$ cat config.mk
export PLATFORM = sky130hd
export DESIGN_NAME = mdu_unit
export DESIGN_NICKNAME = d
export VERILOG_FILES = /design/src/verilog/mdu_pkg.sv /design/src/verilog/mdu_unit.sv
export SDC_FILE = /design/constraint.sdc
export NUM_CORES = 1
export LEC_CHECK = 0
export ABC_AREA = 1
export BUFFER_PORTS_ARGS = -buffer_cell sky130_fd_sc_hd__buf_4
export CAP_MARGIN = 20
export CELL_PAD_IN_SITES_DETAIL_PLACEMENT = 0
export CELL_PAD_IN_SITES_GLOBAL_PLACEMENT = 1
export CORE_ASPECT_RATIO = 1.4
export CORE_MARGIN = 2
export CORE_UTILIZATION = 30
export CTS_CLUSTER_SIZE = 16
export DETAILED_ROUTE_END_ITERATION = 10
export PLACE_DENSITY_LB_ADDON = 0.1
export SLEW_MARGIN = 10
export SYNTH_ARGS = -nofsm -noshare
export SYNTH_HDL_FRONTEND = slang
export SYNTH_SLANG_ARGS = --single-unit
$ cat constraint.sdc
create_clock -name clk -period 6.5 [get_ports clk]
set_clock_uncertainty 0.05 [all_clocks]
set_input_delay 0.325 -clock clk [delete_from_list [all_inputs] [get_ports clk]]
set_output_delay 0.325 -clock clk [all_outputs]
set_load 0.01 [all_outputs]
$ cat src/verilog/mdu_pkg.sv
// mdu_pkg: constants for the multiply/divide unit.
// assumes a 32-bit ahb-lite register bus and a 50 MHz core clock.
package mdu_pkg;
    // register byte addresses
    localparam logic [7:0] ADDR_LOW = 8'h00;
    localparam logic [7:0] ADDR_HIGH = 8'h04;
    localparam logic [7:0] ADDR_CTRL = 8'h08;
    localparam logic [7:0] ADDR_CMD = 8'h0C;
    localparam logic [7:0] ADDR_OPND = 8'h10;
    localparam logic [7:0] ADDR_STAT = 8'h14;
    localparam logic [7:0] ADDR_IRQST = 8'h18;
    localparam logic [7:0] ADDR_IRQMSK = 8'h1C;
    localparam logic [7:0] ADDR_RETURN_FROM_INTERRUPT = 8'h20;
    // control register fields
    localparam int CTRL_RIU_BIT = 4;
    localparam logic [15:0] CTRL_RESET = 16'h0000;
    localparam logic [15:0] CTRL_RIU_MASK = 16'h0010;
    localparam logic [15:0] CTRL_WR_MASK = 16'h001F;
    // status word bits
    localparam int ST_OVF_BIT = 0;
    localparam int ST_IOP_BIT = 1;
    localparam int ST_BUSY_BIT = 2;
    // interrupt status bits
    localparam int IRQ_DONE_BIT = 0;
    localparam int IRQ_OVF_BIT = 1;
    localparam int IRQ_WIDTH = 2;
    // command codes in the command register
    localparam logic [1:0] CMD_UNSIGNED_MULTIPLY_OP = 2'h0;
    localparam logic [1:0] CMD_MULS = 2'h1;
    localparam logic [1:0] CMD_DIVU = 2'h2;
    localparam logic [1:0] CMD_DIVS = 2'h3;
    localparam int CMD_SIGNED_BIT = 0;
    localparam int CMD_DIV_BIT = 1;
    localparam int CMD_LONG_BIT = 2;
    // ahb codes
    localparam logic [1:0] HTRANS_NONSEQ = 2'h2;
    localparam logic [2:0] HSIZE_WORD = 3'h2;
    // operation step count
    localparam int STEPS = 16;
    typedef enum logic [1:0] {
        MDU_IDLE, MDU_RUN, MDU_FIX
    } mdu_state_type;
endpackage

$ cat src/verilog/mdu_unit.sv
// mdu_unit: 16-bit multiply/divide unit with ahb-lite register access.
// assumes one clock, synchronous active-high reset, single word transfers.
//
// Chosen here: the AHB-Lite register port and the placing of the registers.
`timescale 1ns/1ns
`default_nettype none
module mdu_unit #(
    parameter int ADDR_WIDTH = 8
) (
    // clock and reset
    input wire logic clk,
    input wire logic srst,
    // ahb-lite slave
    input wire logic hsel,
    input wire logic [ADDR_WIDTH-1:0] haddr,
    input wire logic [1:0] htrans,
    input wire logic hwrite,
    input wire logic [2:0] hsize,
    input wire logic [31:0] hwdata,
    input wire logic hready,
    output logic [31:0] hrdata,
    output logic hreadyout,
    output logic hresp,
    // core interrupt side
    input wire logic irq_take,
    input wire logic [15:0] irq_pc,
    output logic [15:0] return_addr,
    output logic refetch,
    // interrupt output
    output logic irq
);
    if (ADDR_WIDTH < 6) begin
        $error("mdu_unit: ADDR_WIDTH too small");
    end

    logic [15:0] result_low_half;
    logic [15:0] result_high_half;
    logic [15:0] ctrl;
    logic [15:0] opnd;
    logic [15:0] op_pc;
    logic [2:0] op_cmd;
    localparam int IRQ_WIDTH_L = mdu_pkg::IRQ_WIDTH;
    logic ovf_flag;
    logic interrupted_op_flag;
    logic [IRQ_WIDTH_L-1:0] irq_stat;
    logic [IRQ_WIDTH_L-1:0] irq_mask;
    logic [4:0] step;
    logic [31:0] acc;
    logic [15:0] dvs;
    logic neg_q, neg_r, pre_ovf;
    mdu_pkg::mdu_state_type state;

    // address phase capture
    logic wr_pend;
    logic [ADDR_WIDTH-1:0] wr_addr;
    logic rd_now, wr_now;
    logic [7:0] a8, w8;
    assign a8 = 8'(haddr);
    assign w8 = 8'(wr_addr);
    assign rd_now = hsel && hready && htrans == mdu_pkg::HTRANS_NONSEQ
        && !hwrite;
    assign wr_now = wr_pend;
    assign hreadyout = 1'b1;
    assign hresp = 1'b0;

    always_ff @(posedge clk) begin
        if (srst) begin
            wr_pend <= 1'b0;
            wr_addr <= '0;
        end else begin
            wr_pend <= hsel && hready && hwrite
                && htrans == mdu_pkg::HTRANS_NONSEQ;
            wr_addr <= haddr;
        end
    end

    // start strobe and completion strobe
    logic start, done, return_from_interrupt;
    assign start = wr_now && w8 == mdu_pkg::ADDR_CMD;
    assign return_from_interrupt = wr_now && w8 == mdu_pkg::ADDR_RETURN_FROM_INTERRUPT;
    assign done = state == mdu_pkg::MDU_FIX;

    // absolute values for signed forms
    logic sgn, is_div, long_div, top_sign;
    logic [31:0] dividend_abs;
    logic [15:0] opnd_abs;
    logic [15:0] low_abs;
    assign sgn = hwdata[mdu_pkg::CMD_SIGNED_BIT];
    assign is_div = hwdata[mdu_pkg::CMD_DIV_BIT];
    assign long_div = is_div && hwdata[mdu_pkg::CMD_LONG_BIT];
    assign top_sign = long_div ? result_high_half[15] : result_low_half[15];
    assign opnd_abs = (sgn && opnd[15]) ? 16'(-opnd) : opnd;
    assign low_abs = (sgn && result_low_half[15])
        ? 16'(-result_low_half) : result_low_half;
    assign dividend_abs = (sgn && result_high_half[15])
        ? 32'(-{result_high_half, result_low_half})
        : {result_high_half, result_low_half};

    // one shift-add or shift-subtract step
    logic [16:0] trial;
    assign trial = {acc[31:16], acc[15]} - {1'b0, dvs};

    // operation sequencer
    // multi-cycle datapath
    always_ff @(posedge clk) begin
        if (srst) begin
            state <= mdu_pkg::MDU_IDLE;
            step <= '0;
            acc <= '0;
            dvs <= '0;
            op_cmd <= '0;
            neg_q <= 1'b0;
            neg_r <= 1'b0;
            pre_ovf <= 1'b0;
            op_pc <= '0;
        end else begin
            case (state)
                mdu_pkg::MDU_IDLE: begin
                    if (start) begin
                        op_cmd <= hwdata[2:0];
                        op_pc <= hwdata[31:16];
                        step <= 5'(ctrl[3:0]);
                        dvs <= opnd_abs;
                        state <= mdu_pkg::MDU_RUN;
                        neg_q <= sgn && (opnd[15] ^ top_sign);
                        neg_r <= sgn && is_div && top_sign;
                        acc <= long_div ? dividend_abs
                            : {16'h0000, low_abs};
                        pre_ovf <= long_div
                            && dividend_abs[31:16] >= opnd_abs;
                    end
                end
                mdu_pkg::MDU_RUN: begin
                    if (irq_take) begin
                        state <= mdu_pkg::MDU_IDLE;
                    end else begin
                        if (op_cmd[mdu_pkg::CMD_DIV_BIT]) begin
                            // restoring division step
                            if (!trial[16]) begin
                                acc <= {trial[15:0], acc[14:0], 1'b1};
                            end else begin
                                acc <= {acc[30:0], 1'b0};
                            end
                        end else begin
                            // shift-add multiply step
                            acc <= acc[0]
                                ? {(17'(acc[31:16]) + 17'(dvs)),
                                   acc[15:1]}
                                : {1'b0, acc[31:1]};
                        end
                        step <= step + 5'd1;
                        if (step == 5'(mdu_pkg::STEPS - 1)) begin
                            state <= mdu_pkg::MDU_FIX;
                        end
                    end
                end
                mdu_pkg::MDU_FIX: begin
                    state <= mdu_pkg::MDU_IDLE;
                end
                default: state <= mdu_pkg::MDU_IDLE;
            endcase
        end
    end

    // signed fix-up of the finished result
    logic [31:0] prod;
    logic [15:0] quot, rem;
    logic ovf_calc;
    assign prod = neg_q ? 32'(-acc) : acc;
    assign quot = neg_q ? 16'(-acc[15:0]) : acc[15:0];
    assign rem = neg_r ? 16'(-acc[31:16]) : acc[31:16];
    always_comb begin
        if (op_cmd[mdu_pkg::CMD_DIV_BIT]) begin
            ovf_calc = dvs == 16'h0000 || pre_ovf
                || (op_cmd[mdu_pkg::CMD_SIGNED_BIT] && quot[15] != neg_q
                && quot != 16'h0000);
        end else begin
            ovf_calc = prod[31:16] != (op_cmd[mdu_pkg::CMD_SIGNED_BIT]
                ? {16{prod[15]}} : 16'h0000);
        end
    end

    // result pair registers
    // 32-bit pair
    always_ff @(posedge clk) begin
        if (srst) begin
            result_low_half <= '0;
            result_high_half <= '0;
        end else if (done) begin
            if (op_cmd[mdu_pkg::CMD_DIV_BIT]) begin
                result_low_half <= quot;
                result_high_half <= rem;
            end else begin
                result_low_half <= prod[15:0];
                result_high_half <= prod[31:16];
            end
        end else if (wr_now && state == mdu_pkg::MDU_IDLE) begin
            if (w8 == mdu_pkg::ADDR_LOW) begin
                result_low_half <= hwdata[15:0];
            end
            if (w8 == mdu_pkg::ADDR_HIGH) begin
                result_high_half <= hwdata[15:0];
            end
        end
    end

    // operand register
    always_ff @(posedge clk) begin
        if (srst) begin
            opnd <= '0;
        end else if (wr_now && w8 == mdu_pkg::ADDR_OPND) begin
            opnd <= hwdata[15:0];
        end
    end

    // control register: in-use flag and restart step count
    always_ff @(posedge clk) begin
        if (srst) begin
            ctrl <= mdu_pkg::CTRL_RESET;
        end else begin
            if (wr_now && w8 == mdu_pkg::ADDR_CTRL) begin
                ctrl <= hwdata[15:0] & mdu_pkg::CTRL_WR_MASK;
            end else if (state == mdu_pkg::MDU_RUN && irq_take) begin
                ctrl[3:0] <= step[3:0];
            end else if (done) begin
                ctrl[3:0] <= 4'h0;
            end
            if (rd_now && a8 == mdu_pkg::ADDR_LOW) begin
                ctrl[mdu_pkg::CTRL_RIU_BIT] <= 1'b0;
            end
            // set on half write or start
            if (start || (wr_now && (w8 == mdu_pkg::ADDR_LOW
                || w8 == mdu_pkg::ADDR_HIGH))) begin
                ctrl[mdu_pkg::CTRL_RIU_BIT] <= 1'b1;
            end
        end
    end

    // status flags: overflow and interrupted op
    always_ff @(posedge clk) begin
        if (srst) begin
            ovf_flag <= 1'b0;
            interrupted_op_flag <= 1'b0;
            return_addr <= '0;
            refetch <= 1'b0;
        end else begin
            refetch <= 1'b0;
            if (done) begin
                ovf_flag <= ovf_calc;
            end
            if (wr_now && w8 == mdu_pkg::ADDR_STAT) begin
                interrupted_op_flag <= hwdata[mdu_pkg::ST_IOP_BIT];
                ovf_flag <= hwdata[mdu_pkg::ST_OVF_BIT];
            end
            if (irq_take && state == mdu_pkg::MDU_RUN) begin
                return_addr <= op_pc;
                interrupted_op_flag <= 1'b1;
            end else if (irq_take) begin
                return_addr <= irq_pc;
                interrupted_op_flag <= 1'b0;
            end
            if (return_from_interrupt) begin
                refetch <= interrupted_op_flag;
                interrupted_op_flag <= hwdata[mdu_pkg::ST_IOP_BIT];
            end
        end
    end

    // sticky interrupt status, write one to clear, set wins
    always_ff @(posedge clk) begin
        if (srst) begin
            irq_stat <= '0;
            irq_mask <= '0;
        end else begin
            if (wr_now && w8 == mdu_pkg::ADDR_IRQMSK) begin
                irq_mask <= hwdata[IRQ_WIDTH_L-1:0];
            end
            irq_stat[mdu_pkg::IRQ_DONE_BIT] <= done
                || (irq_stat[mdu_pkg::IRQ_DONE_BIT] && !(wr_now
                && w8 == mdu_pkg::ADDR_IRQST
                && hwdata[mdu_pkg::IRQ_DONE_BIT]));
            irq_stat[mdu_pkg::IRQ_OVF_BIT] <= (done && ovf_calc)
                || (irq_stat[mdu_pkg::IRQ_OVF_BIT] && !(wr_now
                && w8 == mdu_pkg::ADDR_IRQST
                && hwdata[mdu_pkg::IRQ_OVF_BIT]));
        end
    end
    assign irq = |(irq_stat & irq_mask);

    // read data register
    always_ff @(posedge clk) begin
        if (srst) begin
            hrdata <= '0;
        end else if (rd_now) begin
            case (a8)
                mdu_pkg::ADDR_LOW: hrdata <= {16'h0000, result_low_half};
                mdu_pkg::ADDR_HIGH: hrdata <= {16'h0000, result_high_half};
                mdu_pkg::ADDR_CTRL: hrdata <= {16'h0000, ctrl};
                mdu_pkg::ADDR_OPND: hrdata <= {16'h0000, opnd};
                mdu_pkg::ADDR_STAT: hrdata <= {29'h0000_0000,
                    state != mdu_pkg::MDU_IDLE, interrupted_op_flag,
                    ovf_flag};
                mdu_pkg::ADDR_IRQST: hrdata <= 32'(irq_stat);
                mdu_pkg::ADDR_IRQMSK: hrdata <= 32'(irq_mask);
                default: hrdata <= 32'h0000_0000;
            endcase
        end
    end
endmodule
`default_nettype wire
# Yosys cells after proc, flatten, opt, wreduce, memory -nomap -nowiden
# Cells that the tools add are included.
# totals
reg_bits,193
in_bits,67
out_inout_bits,52
elab_cells,167
# op_classes
addsub,9
order_cmp,1
eq_ne,23
mux,46
bitwise,3
reduce_logical,62
# op_table
operator,count
2-to-1 mux 32 bit,8
2-to-1 mux 16 bit,15
case mux 16 bit (7 select lines),1
"== test 8 x 5 -> 1 bit, second input constant",8
negation 16 bit,4
negation 32 bit,2
case mux 32 bit (2 select lines),1
logical AND 1 bit,31
"== test 8 x 4 -> 1 bit, second input constant",3
adder 16 x 16 -> 17 bit,1
subtractor 17 x 16 -> 17 bit,1
"== test 8 x 3 -> 1 bit, second input constant",2
>= comparator 16 bit,1
logical NOT 16 bit,1
logical NOT 8 bit,2
!= test 16 bit,1
nonzero test 16 bit,1
nonzero test 2 bit,7
2-to-1 mux 4 bit,3
2-to-1 mux 1 bit,11
2-to-1 mux 5 bit,2
case mux 5 bit (2 select lines),1
"== test 8 x 6 -> 1 bit, second input constant",1
AND reduction 2 bit,4
19 further kinds,32

# Depth between registers and ports, before layout
# Gate-level depths: netlist of the first run.
# logic_depth
depth_word,9
depth_mapped,22
mapped_depth_nobuf,22

# Worst setup path before layout of the first run
# Ideal clock, no wire load.
# synth_timing
path_kind,reg-to-reg
from,register result_low_half[1]
to,register pre_ovf
setup_ns,0.070
arrival_time_ns,2.484
required_time_ns,6.380
path_slack_ns,3.895
stages_incl_launch_ff,22
n_path_buf,0
synth_period_minus_slack_ns,2.605
path_cell_list,dfxtp_1 -> inv_1 -> ha_1 -> inv_2 -> nor3_4 -> inv_2 -> nor2_2 -> inv_2 -> nor2_4 -> nand2_2 -> nor2_4 -> nand2_2 -> o21ai_1 -> nand2_1 -> and2_1 -> ha_1 -> nand4_1 -> o221ai_1 -> nand2_1 -> nand3_1 -> nand4_1 -> a21oi_1
# synth_between
elab_chain_len,4
# synth_rtl
element,line,text
from (decl),mdu_unit.sv:36,logic [15:0] result_low_half;
from (signal assigned),mdu_unit.sv:191,result_low_half <= quot;
from (signal assigned),mdu_unit.sv:194,result_low_half <= prod[15:0];
from (signal assigned),mdu_unit.sv:199,result_low_half <= hwdata[15:0];
negation 32 bit,mdu_unit.sv:96,"? 32'(-{result_high_half, result_low_half})"
2-to-1 mux 32 bit,mdu_unit.sv:96,
>= comparator 16 bit,mdu_unit.sv:130,&& dividend_abs[31:16] >= opnd_abs;
logical AND 1 bit,mdu_unit.sv:130,
to (signal assigned),mdu_unit.sv:129,pre_ovf <= long_div
to (decl),mdu_unit.sv:50,"logic neg_q, neg_r, pre_ovf;"
# Every way passes these cells.
# A chain may end at the register's enable or synchronous reset.

# Worst setup path in the final report of the first run
# layout_timing
from,register acc[0]
to,register irq_stat[1]
# layout_between
elab_chain_len,9
word_cells_on_any_way,14
classes_between,add/sub (2); eq/ne (2); mux (4); reduce/logical (6)
# layout_rtl
element,line,text
from (decl),mdu_unit.sv:48,logic [31:0] acc;
from (signal assigned),mdu_unit.sv:127,acc <= long_div ? dividend_abs
from (signal assigned),mdu_unit.sv:140,"acc <= {trial[15:0], acc[14:0], 1'b1};"
from (signal assigned),mdu_unit.sv:142,"acc <= {acc[30:0], 1'b0};"
"parallel branches: the longest is 6 deep, another holds negation 32 bit",--,
2-to-1 mux 1 bit *,mdu_unit.sv:173,if (op_cmd[mdu_pkg::CMD_DIV_BIT]) begin
logical AND 1 bit *,mdu_unit.sv:282,irq_stat[mdu_pkg::IRQ_OVF_BIT] <= (done && ovf_calc)
logical OR 1 bit *,mdu_unit.sv:283,|| (irq_stat[mdu_pkg::IRQ_OVF_BIT] && !(wr_now
"to (signal, indexed assignment)",mdu_unit.sv:278,irq_stat[mdu_pkg::IRQ_DONE_BIT] <= done
"to (signal, indexed assignment)",mdu_unit.sv:282,
to (decl),mdu_unit.sv:45,logic [IRQ_WIDTH_L-1:0] irq_stat;
# Every way passes the cells marked *.

==> results of run 1 <==
[per-layer routing]
| metal | up-vias | global-route usage [%] |
|---|---|---|
| met5 | - | 0 |
| met1 | 6508 | 27.5 |
| li1 | 6924 | - |
| met3 | 76 | 2.14 |
| met2 | 315 | 45.9 |
| met4 | 0 | 11.1 |
[synthesized netlist by cell type, drive strengths merged]
master / count
clkbuf: 72
o31ai: 3
o21ai: 224
fa: 2
a21boi: 4
ha: 55
a211oi: 3
o21a: 2
or2: 6
nand4: 14
a21oi: 213
and2: 2
o221ai: 13
xnor2: 10
nor3b: 1
nand3: 123
a31oi: 51
o41ai: 2
conb: 2
a221oi: 2
nand2: 444
o21bai: 3
clkinv: 5
o22ai: 13
o211ai: 41
dfxtp: 177
o2111ai: 1
nor2: 159
a311oi: 1
xor2: 54
nor3: 35
nand3b: 5
a21o: 2
buf: 42
inv: 264
nor4: 8
o211a: 1
[flip-flops by register name (all words and copies together), names as in the netlist, 2 cells and up]
register	count
acc	32
dvs	16
hrdata	16
op_pc	16
opnd	16
result_high_half	16
result_low_half	16
return_addr	16
w8	8
ctrl	5
step	5
irq_mask	2
irq_stat	2
op_cmd	2
state	2
[where the power goes]
group	internal [uW]	switching, uW	total [uW]	leakage (uW)
clock	588	537	1130	0.000300
sequential	1090	5.94	1100	0.00143
combinational	53.9	92.6	146	0.00481
[through the flow]
stage               setup slack, ns  power (uW)  area [um2]  utilization (%)  cells
detailed placement             3.03        1270       14200             32.9   2624
CTS                            3.02        2400       14800             34.3   2655
finish                         3.02        2370       14800             34.3   2656
global route                   2.76        2440       14800             34.3   2656
floorplan                      3.90        1200       13200                -   2075
global placement               3.07        1270       14200             32.9   2624
[kinds of logic after synthesis]
group           after synthesis  synth area share, %
compound gates              579                 24.8
buf+inv                     383                 11.8
xor+xnor                     64                 4.38
flops                       177                 27.0
other cells                   2               0.0572
fa+ha+maj                    57                 5.55
simple gates                797                 26.4
[final cells by class]
| cell class | instances | area (um2) |
|---|---|---|
| Clock inverter | 14 | 191 |
| Clock buffer | 17 | 425 |
| Multi-Input combinational cell | 1515 | 8100 |
| Inverter | 269 | 1010 |
| Timing Repair Buffer | 112 | 841 |
| Tap cell | 552 | 691 |
| Sequential cell | 177 | 3540 |
| Fill cell | 4861 | 28300 |
[worst min-delay path by stage]
stage | end | slack (ns) | cells past startpoint
floorplan | op_pc[11]$_SDFFE_PP0P_ | 0.38 | 2
global placement | op_pc[9]$_SDFFE_PP0P_ | 0.39 | 2
detailed placement | op_pc[1]$_SDFFE_PP0P_ | 0.40 | 2
CTS | w8[0]$_SDFF_PP0_ | 0.008 | 3
global route | w8[0]$_SDFF_PP0_ | 0.03 | 3
finish | w8[7]$_SDFF_PP0_ | 0.02 | 3
[worst min-delay path: stages]
cell	delay (ns)
buf_4	0.08
inv_1	0.03
nor2_1	0.06
==> reports/qor.yml, run 1 <==
run_status:
  status: "completed"
setup_path:
  crit_path_end_kind: "flip-flop"
  crit_end: "irq_stat[1]$_SDFF_PP0_"
  reg2reg_slack_ns: 3.02
  worstSetupStartpoint: "acc[0]$_SDFFE_PP0P_"
  path_delay_family: "simple AND/OR/NAND/NOR gates"
  crit_cells: 15
  critPathBufInv: 1
  reg2reg_to: "irq_stat[1]$_SDFF_PP0_"
  critPathArrivalTime_ns: 3.74
  r2r_cells: 15
  slowest_delay_ns: 0.84
  r2r_start: "acc[0]$_SDFFE_PP0P_"
  crit_required_ns: 6.77
  cp_max_fo: 26
  start_kind: "flip-flop"
  cp_slowest_cell: "dfxtp_1"
  crit_path_frequent_cell: "nand2_1"
  cp_cell_sequence: "inv_2, ha_1, nand2_1, nor2_4, nand3_2, nand2_2, nand2_1, xor2_1, nand2_1, nor2_1, nand2_1, nand2_1, nand3_1, nand2_1, a21oi_1"
  worstSetupPathType: "flip-flop to flip-flop"
run:
  maxCapViolCount: 0
route:
  viasPerCell: 5.20
  wl_met2_um: 29500
  drt-met1-wl_um: 22500
  firstDrtPassIters: 5
  drt_iter0_markers: 855
  dr_total_vias: 13800
  wl_met3_um: 1600
  ant_nets: 0
  routed.top_layer: "met4"
  wl_per_cell_um: 21.1
  wirelength_um: 56100
  drcViolationCount: 0
global_route:
  grtUsageTotal_pct: 24.4
  grt_pass1_vias: 13500
  antenna_found_initial: 0
  grt_pass1_wl_um: 83800
  grt_start_max_net_pins: 100
  grt_remaining_overflow: 0
power_and_ir_drop:
  p_leak_uw: 0.00654
  irDropWorstVdd_mv: 0.105
  power_density_nw_per_um2: 160
synth:
  synth_seq_cells: 177
  synth_cell_types: 58
  yosys-top-cells-area: "dfxtp_1, nand2_1, o21ai_0"
  yosys.area.top_type: "dfxtp_1"
  ys_seq_area_share_pct: 27.0
  avgSynthCellArea_um2: 6.38
  yosys_warnings: 0
  syn_inst: 2059
  synth_top_area_share_pct: 27.0
  netlist_area_um2: 13100
cells_and_area:
  final_cell_mix: "nand2_1, inv_1, o21ai_0, a21oi_1, dfxtp_1"
  final_common_cell: "nand2_1"
  n_antenna_cell: 0
  fin_nets: 2216
  drive_above_1_share_pct: 10.5
  syn2layout_area_growth_pct: 12.8
clock_tree:
  cts_tree: "yes"
  clk_latency_ns: 0.46
  htreeDepth: 4
  cts_buffers: 17
  postCtsSetupBuffers: 0
  clkTransAtPathRegs_ns: 0.08
  cts.sinks: 177
  holdBufCountCts: 0
  clockBufferDepth: 2
  clock-root-buffer: "clkbuf_16"
  cts.repair.resized: 0
timing:
  fin_crit_sh_pct: 53.5
  setup_viol_count_final: 0
  finalCriticalPeriod_ns: 3.48
  rsz0062_at_grt: "no"
  tns_ns: 0
  hold_violations: 0
  fmax_ghz: 0.288
  max_slew.worst_pin.slew_ns: 1.08
  drv_slew: 0
  worst_slew_margin_rel_pct: 27.8
  timing.hold.ws_ns: 0.0242
hold_path:
  hold_start: "haddr[7]"
  min_path_type: "primary input to flip-flop"
floorplanning:
  die_area_um2: 45500
  fp.dieW_um: 181
  start_util_pct: 30.4
  num_rows: 90
  core_um2: 43100
  die-height_um: 252
  io_pins: 119
placement:
  hpwl_um: 43900
  io_buffer_count: 97
  gp_congestion: 0.946
Power figures use the tool's default switching activity.
==> run 2, diff against run 1 <==
Clock period 6.5 ns to 2.94 ns, I/O delays scaled along.
==> reports/qor.yml, run 2 (synthesis gave the netlist of run 1 again) <==
run_status:
  status: "completed"  # unchanged
clock_tree:
  htreeDepth: 4  # unchanged
  clk_latency_ns: 0.47  # was 0.46 ns
  cts_buffers: 17  # unchanged
  clock-root-buffer: "clkbuf_16"  # unchanged
  clkTransAtPathRegs_ns: 0.09  # was 0.08 ns
  cts_tree: "yes"  # unchanged
  clockBufferDepth: 2  # unchanged
  cts.sinks: 177  # unchanged
timing:
  hold_violations: 0  # unchanged
  rsz0062_at_grt: "yes"  # was no
  finalCriticalPeriod_ns: 2.88  # was 3.48 ns
  tns_ns: 0  # unchanged
  fin_crit_sh_pct: 97.9  # was 53.5%
  setup_viol_count_final: 0  # unchanged
  max_slew.worst_pin.slew_ns: 0.902  # was 1.08 ns
  worst_slew_margin_rel_pct: 39.9  # was 27.8%
  fmax_ghz: 0.348  # was 0.288 GHz
  fin_ws_ns: 0.0632  # was 3.02 ns
  drv_slew: 0  # unchanged
route:
  wirelength_um: 58300  # was 56100 um
  wl_per_cell_um: 20.8  # was 21.1 um
  drcViolationCount: 0  # unchanged
  firstDrtPassIters: 7  # was 5
  dr_total_vias: 14300  # was 13800
  viasPerCell: 5.12  # was 5.20
  ant_nets: 0  # unchanged
  drt_iter0_markers: 807  # was 855
global_route:
  grt_pass1_wl_um: 87100  # was 83800 um
  antenna_found_initial: 1  # was 0
  grtUsageTotal_pct: 25.4  # was 24.4%
  grt_remaining_overflow: 0  # unchanged
  grt_start_max_net_pins: 102  # was 100
  grt_pass1_vias: 14100  # was 13500
cells_and_area:
  seq_area_um2: 3550  # was 3540 um2
  multi_input_area_um2: 8180  # was 8100 um2
  drive_above_1_share_pct: 14.0  # was 10.5%
  final_common_cell: "nand2_1"  # unchanged
  nFillCells: 4767  # was 4861
  final_cell_count_no_fill: 2794  # was 2656
  largest_reg_flops: 32  # unchanged
  final_util_pct: 37.2  # was 34.3%
  n_antenna_cell: 0  # unchanged
  syn2layout_area_growth_pct: 22.4  # was 12.8%
  fin_nets: 2354  # was 2216
  final_cell_mix: "nand2_1, inv_1, o21ai_0, a21oi_1, buf_4"  # was nand2_1, inv_1, o21ai_0, a21oi_1, dfxtp_1
  top_register: "acc"  # unchanged
setup_path:
  reg2reg_to: "pre_ovf$_SDFFE_PP0P_"  # was irq_stat[1]$_SDFF_PP0_
  cp_max_fo: 3  # was 26
  cp_cell_sequence: "inv_2, ha_4, inv_4, nor3_4, buf_4, nand2_1, nor4_2, buf_4, xor2_1, a21boi_0, ha_1, nand3_1, nor3_2, nand2_1, nand3_1, nand4_1, a21oi_1"  # was inv_2, ha_1, nand2_1, nor2_4, nand3_2, nand2_2, nand2_1, xor2_1, nand2_1, nor2_1, nand2_1, nand2_1, nand3_1, nand2_1, a21oi_1
  start_kind: "flip-flop"  # unchanged
  path_delay_family: "simple AND/OR/NAND/NOR gates"  # unchanged
  r2r_start: "result_low_half[1]$_SDFFE_PP0P_"  # was acc[0]$_SDFFE_PP0P_
  reg2reg_slack_ns: 0.06  # was 3.02 ns
  r2r_cells: 17  # was 15
  slowest_delay_ns: 0.34  # was 0.84 ns
  crit_path_end_kind: "flip-flop"  # unchanged
  critPathArrivalTime_ns: 3.21  # was 3.74 ns
  cp_slowest_cell: "dfxtp_2"  # was dfxtp_1
  crit_required_ns: 3.28  # was 6.77 ns
  critPathBufInv: 4  # was 1
  worstSetupPathType: "flip-flop to flip-flop"  # unchanged
floorplanning:
  start_util_pct: 30.4  # unchanged
  io_pins: 119  # unchanged
  die-height_um: 252  # unchanged
  num_rows: 90  # unchanged
  fp.dieW_um: 181  # unchanged
  die_area_um2: 45500  # unchanged
  core_um2: 43100  # unchanged
placement:
  dp.cells: 2701  # was 2624
  hpwl_um: 46300  # was 43900 um
  gp_congestion: 0.983  # was 0.946
  place_ws_ns: -0.0746  # was 3.03 ns
  io_buffer_count: 97  # unchanged
power_and_ir_drop:
  irDropWorstVdd_mv: 0.290  # was 0.105 mV
  switchingPower_uw: 1430  # was 636 uW
  clockPowerShare_pct: 45.9  # was 47.5%
  combPwrFrac_pct: 7.7  # was 6.2%
  pwr-share-seq_pct: 46.4  # about the same
  switching_share_pct: 27.3  # was 26.8%
  p_int_uw: 3810  # was 1740 uW
  p_leak_uw: 0.00719  # was 0.00654 uW
  power_density_nw_per_um2: 326  # was 160 nW/um2
hold_path:
  holdPathStages: 5  # was 3
  hold_start: "irq_pc[7]"  # was haddr[7]
  whs_endpoint: "return_addr[7]$_SDFFE_PP0P_"  # was w8[7]$_SDFF_PP0_
  min_path_type: "primary input to flip-flop"  # unchanged
run:
  maxCapViolCount: 0  # unchanged
-- run 2: cell types whose count changed in the layout (fill, tap and decap cells not counted), moves of 4 or more --
cell / previous run / this run
buf_4: 112 / 189
dlygate4sd3_1: 0 / 60
nor3_1: 30 / 26
nor3_2: 4 / 8
-- run 2: what timing repair did --
| action | in CTS | in global routing |
|---|---|---|
| hold buffers | 60 | 0 |
| pin swaps | 1 | 2 |
| gates resized for setup | 4 | 15 |
| setup buffers | 0 | 1 |
| endpoints found under the setup margin | 1 | 1 |
| hold endpoints to repair | 64 | 0 |
-- run 2: metrics by stage --
| stage | cell area [um2] | hold slack (ns) | total power (uW) |
|---|---|---|---|
| floorplan | 13200 | 0.204 | 2660 |
| global placement | 14800 | 0.315 | 2820 |
| detailed placement | 14800 | 0.318 | 2820 |
| CTS | 16000 | 0.00558 | 5300 |
| global route | 16100 | 0.0215 | 5400 |
| finish | 16100 | 0.00161 | 5240 |
-- run 2: power groups by stage --
stage                     Combinational, uW  Clock (uW)  Sequential (uW)
after detailed placement                336           0             2490
after floorplan                         166           0             2490
after global placement                  336           0             2490
after CTS                               400        2470             2430
after global routing                    432        2540             2430
final                                   401        2410             2430
-- run 2: worst reg2reg max path: stages (launching register included) --
cell and delay, ns:
dfxtp_2 0.34, inv_2 0.08, ha_4 0.15, inv_4 0.04
nor3_4 0.19, buf_4 0.14, nand2_1 0.07, nor4_2 0.24
buf_4 0.19, xor2_1 0.19, a21boi_0 0.15, ha_1 0.30
nand3_1 0.11, nor3_2 0.19, nand2_1 0.08, nand3_1 0.09
nand4_1 0.08, a21oi_1 0.13
-- run 2: cell type report --
| class | count | area share, % |
|---|---|---|
| multi-input cells | 1515 | 51.0 |
| inverters | 269 | 6.31 |
| flip-flops and latches | 177 | 22.1 |
| repair buffers | 250 | 12.7 |
| clock inverters | 14 | 1.00 |
| clock buffers | 17 | 2.65 |
| well taps | 552 | 4.30 |
-- run 2: worst max path at each step --
stage,from,to,slack [ns],cells after the start
2_1_floorplan,result_low_half[1]$_SDFFE_PP0P_,pre_ovf$_SDFFE_PP0P_,0.34,21
3_3_place_gp,result_high_half[6]$_SDFFE_PP0P_,pre_ovf$_SDFFE_PP0P_,-0.04,15
3_5_place_dp,result_low_half[1]$_SDFFE_PP0P_,pre_ovf$_SDFFE_PP0P_,-0.07,16
4_1_cts,result_low_half[1]$_SDFFE_PP0P_,pre_ovf$_SDFFE_PP0P_,0.01,21
5_1_grt,result_low_half[1]$_SDFFE_PP0P_,pre_ovf$_SDFFE_PP0P_,-0.15,21
6_report,result_low_half[1]$_SDFFE_PP0P_,pre_ovf$_SDFFE_PP0P_,0.06,17
-- run 2: layer usage --
layer / global-route usage, % / up-vias / routed length (um) / share of wire, %
met1: 28.2 / 6643 / 23000 / 40
li1: - / 7182 / - / -
met3: 2.63 / 104 / 1770 / 3.0
met2: 46.8 / 365 / 29900 / 51
met5: 0 / - / 0 / 0
met4: 14.6 / 0 / 3510 / 6.0
